## src/srw_pkg.sv

```systemverilog
package srw_pkg;

  // Time base.
  localparam int unsigned CLK_HZ          = 25000000;
  localparam int unsigned RESET_HOLD_MS   = 200;
  localparam int unsigned WDOG_TIMEOUT_MS = 1600;
  localparam int unsigned RESET_HOLD_CYC  = (CLK_HZ / 1000) * RESET_HOLD_MS;
  localparam int unsigned WDOG_TIMEOUT_CYC = (CLK_HZ / 1000) * WDOG_TIMEOUT_MS;
  localparam int unsigned CNT_W           = 26;

  // Digital results from the analog front end.
  typedef struct packed {
    logic main_low;     // Main supply below reset threshold.
    logic backup_above; // Backup supply exceeds main supply.
    logic pf_below;     // Power fail sense below reference.
    logic backup_mode;  // Battery backup mode active.
  } srw_supply_s;

  // Three-level watch input as two digital samples.
  typedef struct packed {
    logic level; // Driven level of the watch input.
    logic float; // Input floating or at mid-supply.
  } srw_watch_s;

  typedef enum logic [2:0] {
    SRW_HOLD = 3'b001,
    SRW_RUN  = 3'b010,
    SRW_WDRS = 3'b100
  } srw_state_e;

endpackage

```

## src/srw_supervisor.sv

```systemverilog
`timescale 1ns/1ns
`default_nettype none
// Function
// - A below-threshold main supply drives the active-low reset low on the third enabled clock, after two synchroniser stages and the output register.
// - After the supply recovers, reset stays asserted for a further 200 ms.
// - The active-high reset is always the exact complement of the low one.
// - No watch input edge within 1.6 s while enabled gives a reset pulse.
// - Every rising or falling watch input edge restarts the timeout count.
// - A watch input stuck high or low yields a new pulse 1.6 s after each pulse ends.
// - A floating or mid-supply watch input disables the watchdog.
// - In backup mode reset low is held low and reset high is held high.
// - In backup mode the power fail comparison is ignored and its flag is low.
// - In backup mode the watchdog is stopped and issues no pulses.
// - The power fail flag is low when the sense is below 1.25 V or in backup mode, else high.
// - Backup supply is selected only when main is low and backup is higher.
// - Each watchdog reset pulse holds reset asserted for 200 ms.
module srw_supervisor #(
  parameter int unsigned RESET_HOLD_CYC   = srw_pkg::RESET_HOLD_CYC,
  parameter int unsigned WDOG_TIMEOUT_CYC = srw_pkg::WDOG_TIMEOUT_CYC
) (
  input  wire logic                i_sys_clk,          // System clock.
  input  wire logic                i_rst,              // Sync reset, high.
  input  wire logic                i_clk_en,           // Clock enable.
  input  wire srw_pkg::srw_supply_s i_supply,          // Analog results.
  input  wire srw_pkg::srw_watch_s  i_watch_toggle_input, // Watch input.
  output logic                     o_reset_n,          // Processor reset, low.
  output logic                     o_reset,            // Processor reset, high.
  output logic                     o_power_fail_flag_n, // Power fail, low.
  output logic                     o_backup_select     // Backup feeds output.
);

  ////////////////////////////////////////////////////////////////////////////
  // Input synchronisers.

  logic [3:0] sup_s1_q;
  logic [3:0] sup_s2_q;
  logic [1:0] wat_s1_q;
  logic [1:0] wat_s2_q;
  logic       wat_prev_q;
  logic [3:0] sup_s1_d;
  logic [3:0] sup_s2_d;
  logic [1:0] wat_s1_d;
  logic [1:0] wat_s2_d;
  logic       wat_prev_d;

  always_comb begin
    sup_s1_d   = i_supply;
    sup_s2_d   = sup_s1_q;
    wat_s1_d   = i_watch_toggle_input;
    wat_s2_d   = wat_s1_q;
    wat_prev_d = wat_s2_q[1];
  end

  always_ff @(posedge i_sys_clk) begin
    if (i_rst) begin
      sup_s1_q   <= 4'h9;
      sup_s2_q   <= 4'h9;
      wat_s1_q   <= 2'h1;
      wat_s2_q   <= 2'h1;
      wat_prev_q <= 1'b0;
    end else if (i_clk_en) begin
      sup_s1_q   <= sup_s1_d;
      sup_s2_q   <= sup_s2_d;
      wat_s1_q   <= wat_s1_d;
      wat_s2_q   <= wat_s2_d;
      wat_prev_q <= wat_prev_d;
    end
  end

  srw_pkg::srw_supply_s sup;
  srw_pkg::srw_watch_s  wat;
  logic                 wd_enable;
  logic                 wd_edge;

  assign sup       = srw_pkg::srw_supply_s'(sup_s2_q);
  assign wat       = srw_pkg::srw_watch_s'(wat_s2_q);
  assign wd_enable = !wat.float && !sup.backup_mode;
  assign wd_edge   = wat.level != wat_prev_q;

  ////////////////////////////////////////////////////////////////////////////
  // Reset sequencer and watchdog.

  srw_pkg::srw_state_e              state_q;
  srw_pkg::srw_state_e              state_d;
  logic [srw_pkg::CNT_W-1:0]        cnt_q;
  logic [srw_pkg::CNT_W-1:0]        cnt_d;
  logic                             wd_en_q;
  logic                             wd_en_d;

  localparam logic [srw_pkg::CNT_W-1:0] HOLD_LAST =
    srw_pkg::CNT_W'(RESET_HOLD_CYC - 1);
  localparam logic [srw_pkg::CNT_W-1:0] WDOG_LAST =
    srw_pkg::CNT_W'(WDOG_TIMEOUT_CYC - 1);

  function automatic logic [srw_pkg::CNT_W-1:0] inc(
    input logic [srw_pkg::CNT_W-1:0] v
  );
    return v + srw_pkg::CNT_W'(1);
  endfunction

  always_comb begin
    state_d = state_q;
    cnt_d   = cnt_q;
    wd_en_d = wd_enable;
    if (sup.main_low || sup.backup_mode) begin
      state_d = srw_pkg::SRW_HOLD;
      cnt_d   = '0;
    end else begin
      case (state_q)
        srw_pkg::SRW_HOLD: begin
          if (cnt_q == HOLD_LAST) begin
            state_d = srw_pkg::SRW_RUN;
            cnt_d   = '0;
          end else begin
            cnt_d = inc(cnt_q);
          end
        end
        srw_pkg::SRW_RUN: begin
          if (!wd_enable || wd_edge || !wd_en_q) begin
            cnt_d = '0;
          end else if (cnt_q == WDOG_LAST) begin
            state_d = srw_pkg::SRW_WDRS;
            cnt_d   = '0;
          end else begin
            cnt_d = inc(cnt_q);
          end
        end
        srw_pkg::SRW_WDRS: begin
          if (cnt_q == HOLD_LAST) begin
            state_d = srw_pkg::SRW_RUN;
            cnt_d   = '0;
          end else begin
            cnt_d = inc(cnt_q);
          end
        end
        default: begin
          state_d = srw_pkg::SRW_HOLD;
          cnt_d   = '0;
        end
      endcase
    end
  end

  always_ff @(posedge i_sys_clk) begin
    if (i_rst) begin
      state_q <= srw_pkg::SRW_HOLD;
      cnt_q   <= '0;
      wd_en_q <= 1'b0;
    end else if (i_clk_en) begin
      state_q <= state_d;
      cnt_q   <= cnt_d;
      wd_en_q <= wd_en_d;
    end
  end

  ////////////////////////////////////////////////////////////////////////////
  // Outputs.

  logic rst_n_q;
  logic rst_n_d;
  logic pff_n_q;
  logic pff_n_d;
  logic bsel_q;
  logic bsel_d;

  always_comb begin
    rst_n_d = (state_d == srw_pkg::SRW_RUN);
    pff_n_d = !sup.pf_below && !sup.backup_mode;
    bsel_d  = sup.main_low && sup.backup_above;
  end

  always_ff @(posedge i_sys_clk) begin
    if (i_rst) begin
      rst_n_q <= 1'b0;
      pff_n_q <= 1'b1;
      bsel_q  <= 1'b0;
    end else if (i_clk_en) begin
      rst_n_q <= rst_n_d;
      pff_n_q <= pff_n_d;
      bsel_q  <= bsel_d;
    end
  end

  assign o_reset_n           = rst_n_q;
  assign o_reset             = !rst_n_q;
  assign o_power_fail_flag_n = pff_n_q;
  assign o_backup_select     = bsel_q;

endmodule
`default_nettype wire

```

## config.mk

```make
export PLATFORM = sky130hd
export DESIGN_NAME = srw_supervisor
export DESIGN_NICKNAME = d
export VERILOG_FILES = /design/src/srw_pkg.sv /design/src/srw_supervisor.sv
export SDC_FILE = /design/constraint.sdc
export NUM_CORES = 1
export LEC_CHECK = 0
export ABC_AREA = 1
export BUFFER_PORTS_ARGS = -buffer_cell sky130_fd_sc_hd__clkbuf_2
export CORE_UTILIZATION = 50
export CTS_BUF_LIST = sky130_fd_sc_hd__clkbuf_16
export DETAILED_ROUTE_END_ITERATION = 8
export HOLD_SLACK_MARGIN = 0.03
export PLACE_DENSITY = 0.75
export SYNTH_ARGS = -nofsm -noshare
export SYNTH_HDL_FRONTEND = slang
export SYNTH_SLANG_ARGS = --single-unit
export TNS_END_PERCENT = 5
```

## constraint.sdc

```tcl
create_clock -name i_sys_clk -period 2.1 [get_ports i_sys_clk]
set_input_delay 0.105 -clock i_sys_clk [delete_from_list [all_inputs] [get_ports i_sys_clk]]
set_output_delay 0.105 -clock i_sys_clk [all_outputs]
set_load 0.03 [all_outputs]
```

# --- Word level (Yosys, flattened, before mapping) ---
# Cells that the tools add are included.
totals:
  input_bits: 9
  mem_bits_rw: 0
  rom_bits: 0
  word_cells: 42
  output_inout_bits: 4
  register_bits: 46
  n_memories: 0
  latchBits: 0
op_classes:
  n_shift: 0
  magnitude_cmp: 0
  n_eq_ne: 7
  add_sub_neg: 1
  mul: 0
  bitwise_logic: 0
  n_reduce_logical: 13
  div: 0
  muxes: 10
op_table:
  columns: ["cell", "count"]
  rows:
  - ["26-bit 2-to-1 mux", 4]
  - ["26-bit case mux with 2 select lines", 1]
  - ["26-bit by 1-bit adder with 26-bit output, second input constant", 1]
  - ["26-bit by 23-bit == test with 1-bit output, second input constant", 1]
  - ["26-bit == test, second input constant", 1]
  - ["3-bit 2-to-1 mux", 4]
  - ["3-bit by 2-bit == test with 1-bit output, second input constant", 2]
  - ["1-bit zero test", 6]
  - ["3-bit case mux with 2 select lines", 1]
  - ["3-bit by 1-bit == test with 1-bit output, second input constant", 1]
  - ["3-bit == test, second input constant", 1]
  - ["1-bit logical AND", 3]
  - ["1-bit logical OR", 3]
  - ["2-bit OR reduction", 1]
  - ["1-bit != test", 1]

# --- Longest topological paths before layout ---
# Gate-level depths: netlist of run 1.
depth:
  ltp_word: 9
  mapped_depth: 11
  depth_no_buf: 11

# --- Worst setup path after synthesis of run 1 ---
# Ideal clock, no wire load.
synth_path:
  path_kind: "reg2reg"
  start: "reg cnt_q[1] (netlist bit)"
  end: "reg cnt_q[20] (netlist bit)"
  period_less_slack_ns: 1.553
  required_time_ns: 1.968
  setup_ns: 0.132
  t_arrival_ns: 1.421
  setup_slack_ns: 0.547
  n_path_buf: 1
  stages_incl_launch_ff: 12
  path_cell_list: "dfxtp_1 > ha_1 > nand2_2 > nor2_4 > nand2_4 > nor2_4 > nand2_1 > nand2_2 > nand2_4 > buf_6 > nand4_1 > a21oi_1"
synth_between:
  elab_chain_cells: 5
  elab_cells_between_ends: 8
  classes_between: "add/sub: 1; eq/ne: 2; mux: 5"
synth_rtl:
  columns: ["item", "line", "text"]
  rows:
  - ["start: declaration", "srw_supervisor.sv:85", "logic [srw_pkg::CNT_W-1:0] cnt_q;"]
  - ["start signal: assignment", "srw_supervisor.sv:151", "cnt_q <= cnt_d;"]
  - ["26-bit by 1-bit adder with 26-bit output / 26-bit == test (equally long branches)", "srw_supervisor.sv:98, srw_supervisor.sv:121", null]
  - ["26-bit 2-to-1 mux", "srw_supervisor.sv:121", "end else if (cnt_q == WDOG_LAST) begin"]
  - ["26-bit 2-to-1 mux", "srw_supervisor.sv:119", "if (!wd_enable || wd_edge || !wd_en_q) begin"]
  - ["26-bit case mux with 2 select lines (*)", "srw_supervisor.sv:109", "case (state_q)"]
  - ["26-bit 2-to-1 mux (*)", "srw_supervisor.sv:105", "if (sup.main_low || sup.backup_mode) begin"]
# Every way passes the cells marked *; elsewhere a longest branch is shown, timed or not.
# A chain may end at the register's enable or synchronous reset.

# --- Worst setup path in the final report of run 1 ---
layout_path:
  start: "reg cnt_q[1] (netlist bit)"
  end: "reg cnt_q[11] (netlist bit)"
# The elaborated chain is that of the path after synthesis.

==> metrics.txt, run 1 <==
status complete, no violations; initial antenna violation count 0; synth unique cells 31; sequential fraction of the synthesis area 35.1%; root buffer cell clkbuf_16; Clock Tree Buf Depth 2; dpl cells 472; peak supply drop 0.429 mV; Die Width 74.5 um; Most used DFF post-synth dfxtp_1; CTS Buf Count 5; maxcap violations 0; TNS Setup 0 ns; flops & latches, synth 46; Mapped Area 2630 um^2; CP Launch Type flop; vias in the first global route 2315; yosys warns 0; Slew @ Worst Pin 0.566 ns; Routed WL 5910 um; Post-DRT Antenna Nets 0; Via Count 2529; clk_lat worst skew 0.29 ns; worst reg2reg path endpoint cnt_q[11]; H-tree levels 2; Placer Congestion 0.935; Fmax achieved 546 MHz; CTS tree done; first-pass GRT wire length 10200 um; endpoint type of the worst setup path flop; post-route insts no fill 482; via-per-instance ratio 5.25; slew margin rel. 62.1%; Mapped Cells 401; WL per Instance 12.3 um; CTS clk-pin slew, worst paths 0.06 ns; grt total ovfl 0; share of cells above drive strength 1 11.7%; DRC viols 0; critical path type flop to flop; DIE AREA 5540 um^2; hold path endpoint sup_s1_q[3]; Layout Skew 0.00559 ns; core area 5070 um^2; GR Util All Layers 24.1%; asr flop ratio synth 0%; CP Max Fanout 26; post-synth top area cell dfxtp_1; RSZ-0062 raised after global routing false; largest net degree at the start of global routing 45; most frequent cells after synthesis nand2_1 (111), nor2_1 (57), dfxtp_1 (46); HP Class input port to flop; cts hold-fix bufs 2; I/O pin count 13; initial drt markers 147; pwr/cell area 652 nW/um^2; Area growth syn-to-layout 11.3%; Post-CTS Setup Bufs 0; hold depth 3; R2R Path Start cnt_q[1]; ant diodes 0; largest cells by area after synthesis dfxtp_1 (35%), nand2_1 (16%), nor2_1 (8.2%); post-route minimum period 1.83 ns; row count 26; period utilization 87.3%; beginning of the worst hold path i_supply[3]; leakage 1.09 nW; first drt pass iteration count 5; CP Data Required Time 2.27 ns; Post-synth EDFFs 0; starting density of the core 51.7%; Final Hold Viols 0; Post-Syn Area per Cell 6.55 um^2; cells on worst reg2reg path 10; IO Port Bufs 12; DP Wirelength 4100 um; syn_nets 411; final net count 421; CP Data Arrival Time 2.00 ns; Synth top area share 35.1%; die extent in y 74.5 um; most common cell in the netlist nand2_1; R2R Setup Slk 0.27 ns; clock sinks 46; final setup fails 0; final slew viol count 0; post-CTS sizing 0
## cells in the final DEF, fill, tap and decap left out, types with 2 or more instances in the layout
cell	count
a21oi_1	31
buf_4	4
clkbuf_16	5
clkbuf_2	12
dfxtp_1	46
dlygate4sd3_1	2
inv_1	35
nand2_1	111
nand2_2	4
nand2_4	2
nand3_1	27
nand3_2	6
nand3b_1	5
nand4_1	16
nor2_1	57
nor2_2	2
nor2_4	5
nor3_1	2
o21ai_0	18
o31ai_1	2
or2_2	2
xnor2_1	2
xor2_1	6
## final cells by class
class,instances,area [um^2]
fillers,507,2150
multi-input cells,305,1510
flip-flops and latches,46,921
inverters,35,131
clock buffers,5,125
repair buffers,18,110
well taps,70,87.6
clock inverters,3,41.3
## worst max-delay path by stage
stage	startpoint	to	slack, ns
2_1_floorplan	cnt_q[1]	cnt_q[20]	0.55
3_3_place_gp	cnt_q[1]	cnt_q[4]	0.36
3_5_place_dp	cnt_q[1]	cnt_q[18]	0.30
4_1_cts	cnt_q[1]	cnt_q[4]	0.27
5_1_grt	cnt_q[1]	cnt_q[14]	0.04
6_report	cnt_q[1]	cnt_q[11]	0.27
## metrics by stage
stage | hold WS, ns | area (um^2) | utilization, % | setup WS [ns] | total power [mW]
6_report | 0.0311 | 2920 | 57.6 | 0.267 | 1.90
4_1_cts | 0.0333 | 2920 | 57.6 | 0.268 | 1.92
3_5_place_dp | 0.328 | 2740 | 53.9 | 0.299 | 1.03
3_3_place_gp | 0.317 | 2740 | 53.9 | 0.355 | 1.03
5_1_grt | 0.0452 | 2920 | 57.6 | 0.0426 | 1.97
2_1_floorplan | 0.231 | 2630 | - | 0.547 | 1.00
## registers in the layout, indices dropped and copies added, names as in the netlist
register             flops
wd_en_q                  1
cnt_q                   26
wat_s1_q                 2
wat_prev_q               1
sup_s1_q                 4
o_power_fail_flag_n      1
o_reset_n                1
sup                      4
wat                      2
state_q                  3
o_backup_select          1
## report_power, final
group	switching, mW	internal (mW)	leakage (nW)
clock	0.334	0.557	0.0812
sequential	0.0153	0.895	0.375
combinational	0.0701	0.0337	0.638
total	0.420	1.49	1.09
## logic make-up (layout without fill, tap and decap cells)
family | after synthesis | in the layout | share of synthesized area, %
AND/OR/NAND/NOR | 244 | 244 | 43.8
XOR/XNOR | 8 | 8 | 2.67
adder cells (fa/ha/maj) | 1 | 1 | 0.477
flip-flops | 46 | 46 | 35.1
buffers and inverters | 50 | 61 | 7.82
AO/OA/AOI/OAI | 52 | 52 | 10.2
## per-layer routing
| metal | global-route usage (%) | up-vias | wire (um) |
|---|---|---|---|
| met4 | 9.22 | 0 | 105 |
| met2 | 41.2 | 57 | 2830 |
| met1 | 30.1 | 1144 | 2750 |
| met3 | 4.20 | 9 | 220 |
| li1 | - | 1319 | - |
| met5 | 0 | - | 0 |
## critical path: stages, from the launching register on
cell	delay, ns
dfxtp_1	0.39
ha_1	0.21
nand2_2	0.08
inv_1	0.11
nand3_1	0.11
nor2_1	0.15
nand2_1	0.13
nand2_2	0.10
nand2_4	0.19
nand3b_1	0.16
a21oi_1	0.07
Power figures use the tool's default switching activity.
==> inputs of run 2 (changes only) <==
CELL_PAD_IN_SITES_DETAIL_PLACEMENT = 1   (was unset)
CELL_PAD_IN_SITES_GLOBAL_PLACEMENT = 1   (was unset)
CORE_UTILIZATION = 43   (was 50)
PLACE_DENSITY = 0.86   (was 0.75)
==> metrics.txt, run 2 (same netlist as run 1, synthesis figures left out) <==
final net count 420 (-0.24%); CTS clk-pin slew, worst paths 0.07 ns (about the same); Clock Tree Buf Depth 2 (unchanged); WP buf/inv 1 (unchanged); grt total ovfl 0 (unchanged); I/O pin count 13 (unchanged); final worst slack 0.204 ns (-0.0631 ns); Fmax achieved 528 MHz (-3.3%); TNS Setup 0 ns (unchanged); critical path's slowest cell dfxtp_1; DRC viols 0 (unchanged); root buffer cell clkbuf_16; Area growth syn-to-layout 10.8%; worst hold slack 0.0293 ns (-0.00179 ns); R2R Path Start cnt_q[1]; peak supply drop 0.373 mV (-13%); initial antenna violation count 0 (unchanged); final slew viol count 0 (unchanged); final non-filler cell area 2910 um^2 (-0.47%); CP Max Fanout 26 (unchanged); Via Count 2609 (+3.2%); maxcap violations 0 (unchanged); R2R Setup Slk 0.20 ns (-0.06 ns); cells on worst reg2reg path 10 (unchanged); via-per-instance ratio 5.37 (+2.3%); hold path endpoint sup_s1_q[3]; final setup fails 0 (unchanged); critical path type flop to flop; row count 28 (+7.7%); FF/Latch Area 921 um^2 (unchanged); CTS Buf Count 5 (unchanged); H-tree levels 2 (unchanged); first drt pass iteration count 4 (-1); post-CTS sizing 0 (unchanged); core area 5920 um^2 (+17%); starting density of the core 44.3% (-7.4 points); crit-path max cell delay 0.40 ns (about the same); post-route insts no fill 486 (+0.83%); post-route minimum period 1.90 ns (+0.0631 ns); DP Worst Slack 0.277 ns (-0.0227 ns); area of the multi-input gates 1510 um^2 (unchanged); Largest register FFs 26 (unchanged); CP dominant cell by count nand2_2; Die Width 80.1 um (+7.6%); most frequent cells in the layout nand2_1 (111), nor2_1 (57), dfxtp_1 (46); Placer Congestion 0.893 (-4.5%); Placed Area 2730 um^2 (about the same); DIE AREA 6420 um^2 (+16%); first-pass GRT wire length 12000 um (+17%); Layout Skew 0.00558 ns (-0.0000129 ns); hold depth 3 (unchanged); IO Port Bufs 12 (unchanged); vias in the first global route 2603 (+12%); CP cell instances ha_1, nand2_2, inv_1, nand3_1, nor2_1, nand2_1, nand2_2, nand2_4, nand3b_1, a21oi_1; CP Data Arrival Time 2.07 ns (+0.07 ns); dpl cells 476 (+0.85%); clock sinks 46 (unchanged); CTS tree done; slew margin rel. 64.2% (+2.0 points); WL per Instance 14.4 um (+18%); Post-DRT Antenna Nets 0 (unchanged); delay-heaviest family, CP simple AND/OR/NAND/NOR gates; leakage 1.08 nW (-0.95%); HP Class input port to flop; status complete, no violations; most common cell after layout, fill and taps aside nand2_1; Routed WL 7020 um (+19%); largest register by flop count cnt_q; initial drt markers 101 (-31%); share of cells above drive strength 1 11.7% (+0.028 points); clk_lat worst skew 0.29 ns (about the same); endpoint type of the worst setup path flop; CP Launch Type flop; die extent in y 80.1 um (+7.6%); GR Util All Layers 23.8% (-0.27 points); pwr/cell area 634 nW/um^2 (-2.8%); beginning of the worst hold path i_supply[3]; CP Data Required Time 2.27 ns (about the same); FILL cells 811 (+60%); DP Wirelength 4970 um (+21%); ant diodes 0 (unchanged); Slew @ Worst Pin 0.537 ns (-0.0291 ns); largest net degree at the start of global routing 45 (unchanged); period utilization 90.3% (+3.0 points); RSZ-0062 raised after global routing false; worst reg2reg path endpoint cnt_q[9]; Final Hold Viols 0 (unchanged)
## run 2: changes by cell type in the layout (fill, tap and decap cells not counted), sizes merged
cell / before / now
clkinvlp: 1 / 0
buf: 4 / 3
clkinv: 0 / 1
inv: 36 / 37
bufinv: 1 / 0
## run 2: timing repair
| item | 4_1_cts | 5_1_grt |
|---|---|---|
| setup buffers | 0 | 0 |
| hold endpoints to repair | 2 | 0 |
| hold buffers | 2 | 0 |
## run 2: worst max-delay path by stage
stage / to / start / depth (start not counted)
after floorplan: cnt_q[20] / cnt_q[1] / 11
after global placement: cnt_q[4] / cnt_q[1] / 10
after detailed placement: cnt_q[9] / cnt_q[1] / 10
after CTS: cnt_q[11] / cnt_q[0] / 10
after global routing: cnt_q[9] / cnt_q[1] / 10
final: cnt_q[9] / cnt_q[1] / 10
## run 2: layout make-up
class / instances / share of cell area, %
inverters: 35 / 4.52
flip-flops and latches: 46 / 31.7
clock inverters: 3 / 0.990
repair buffers: 17 / 3.53
clock buffers: 5 / 4.30
multi-input cells: 305 / 51.8
well taps: 75 / 3.23
## run 2: worst min-delay path: stages
cell,delay [ns]
clkbuf_2,0.08
nand2_1,0.04
nand3_1,0.07
## run 2: layer usage
| layer | global-route usage (%) | vias to the layer above | share of wire (%) |
|---|---|---|---|
| li1 | - | 1318 | - |
| met3 | 3.86 | 5 | 1.6 |
| met2 | 43.6 | 17 | 51 |
| met4 | 6.25 | 0 | 0.77 |
| met1 | 28.6 | 1269 | 46 |
| met5 | 0 | - | 0 |
## run 2: through the flow
| stage | power (mW) | util [%] |
|---|---|---|
| 2_1_floorplan | 1.00 | - |
| 3_3_place_gp | 1.03 | 46.2 |
| 3_5_place_dp | 1.03 | 46.2 |
| 4_1_cts | 1.86 | 49.1 |
| 5_1_grt | 1.93 | 49.1 |
| 6_report | 1.84 | 49.1 |
## run 2: where the power goes
group	internal, mW	switching [mW]
clock network	0.456	0.371
logic	0.0334	0.0735
registers	0.894	0.0152
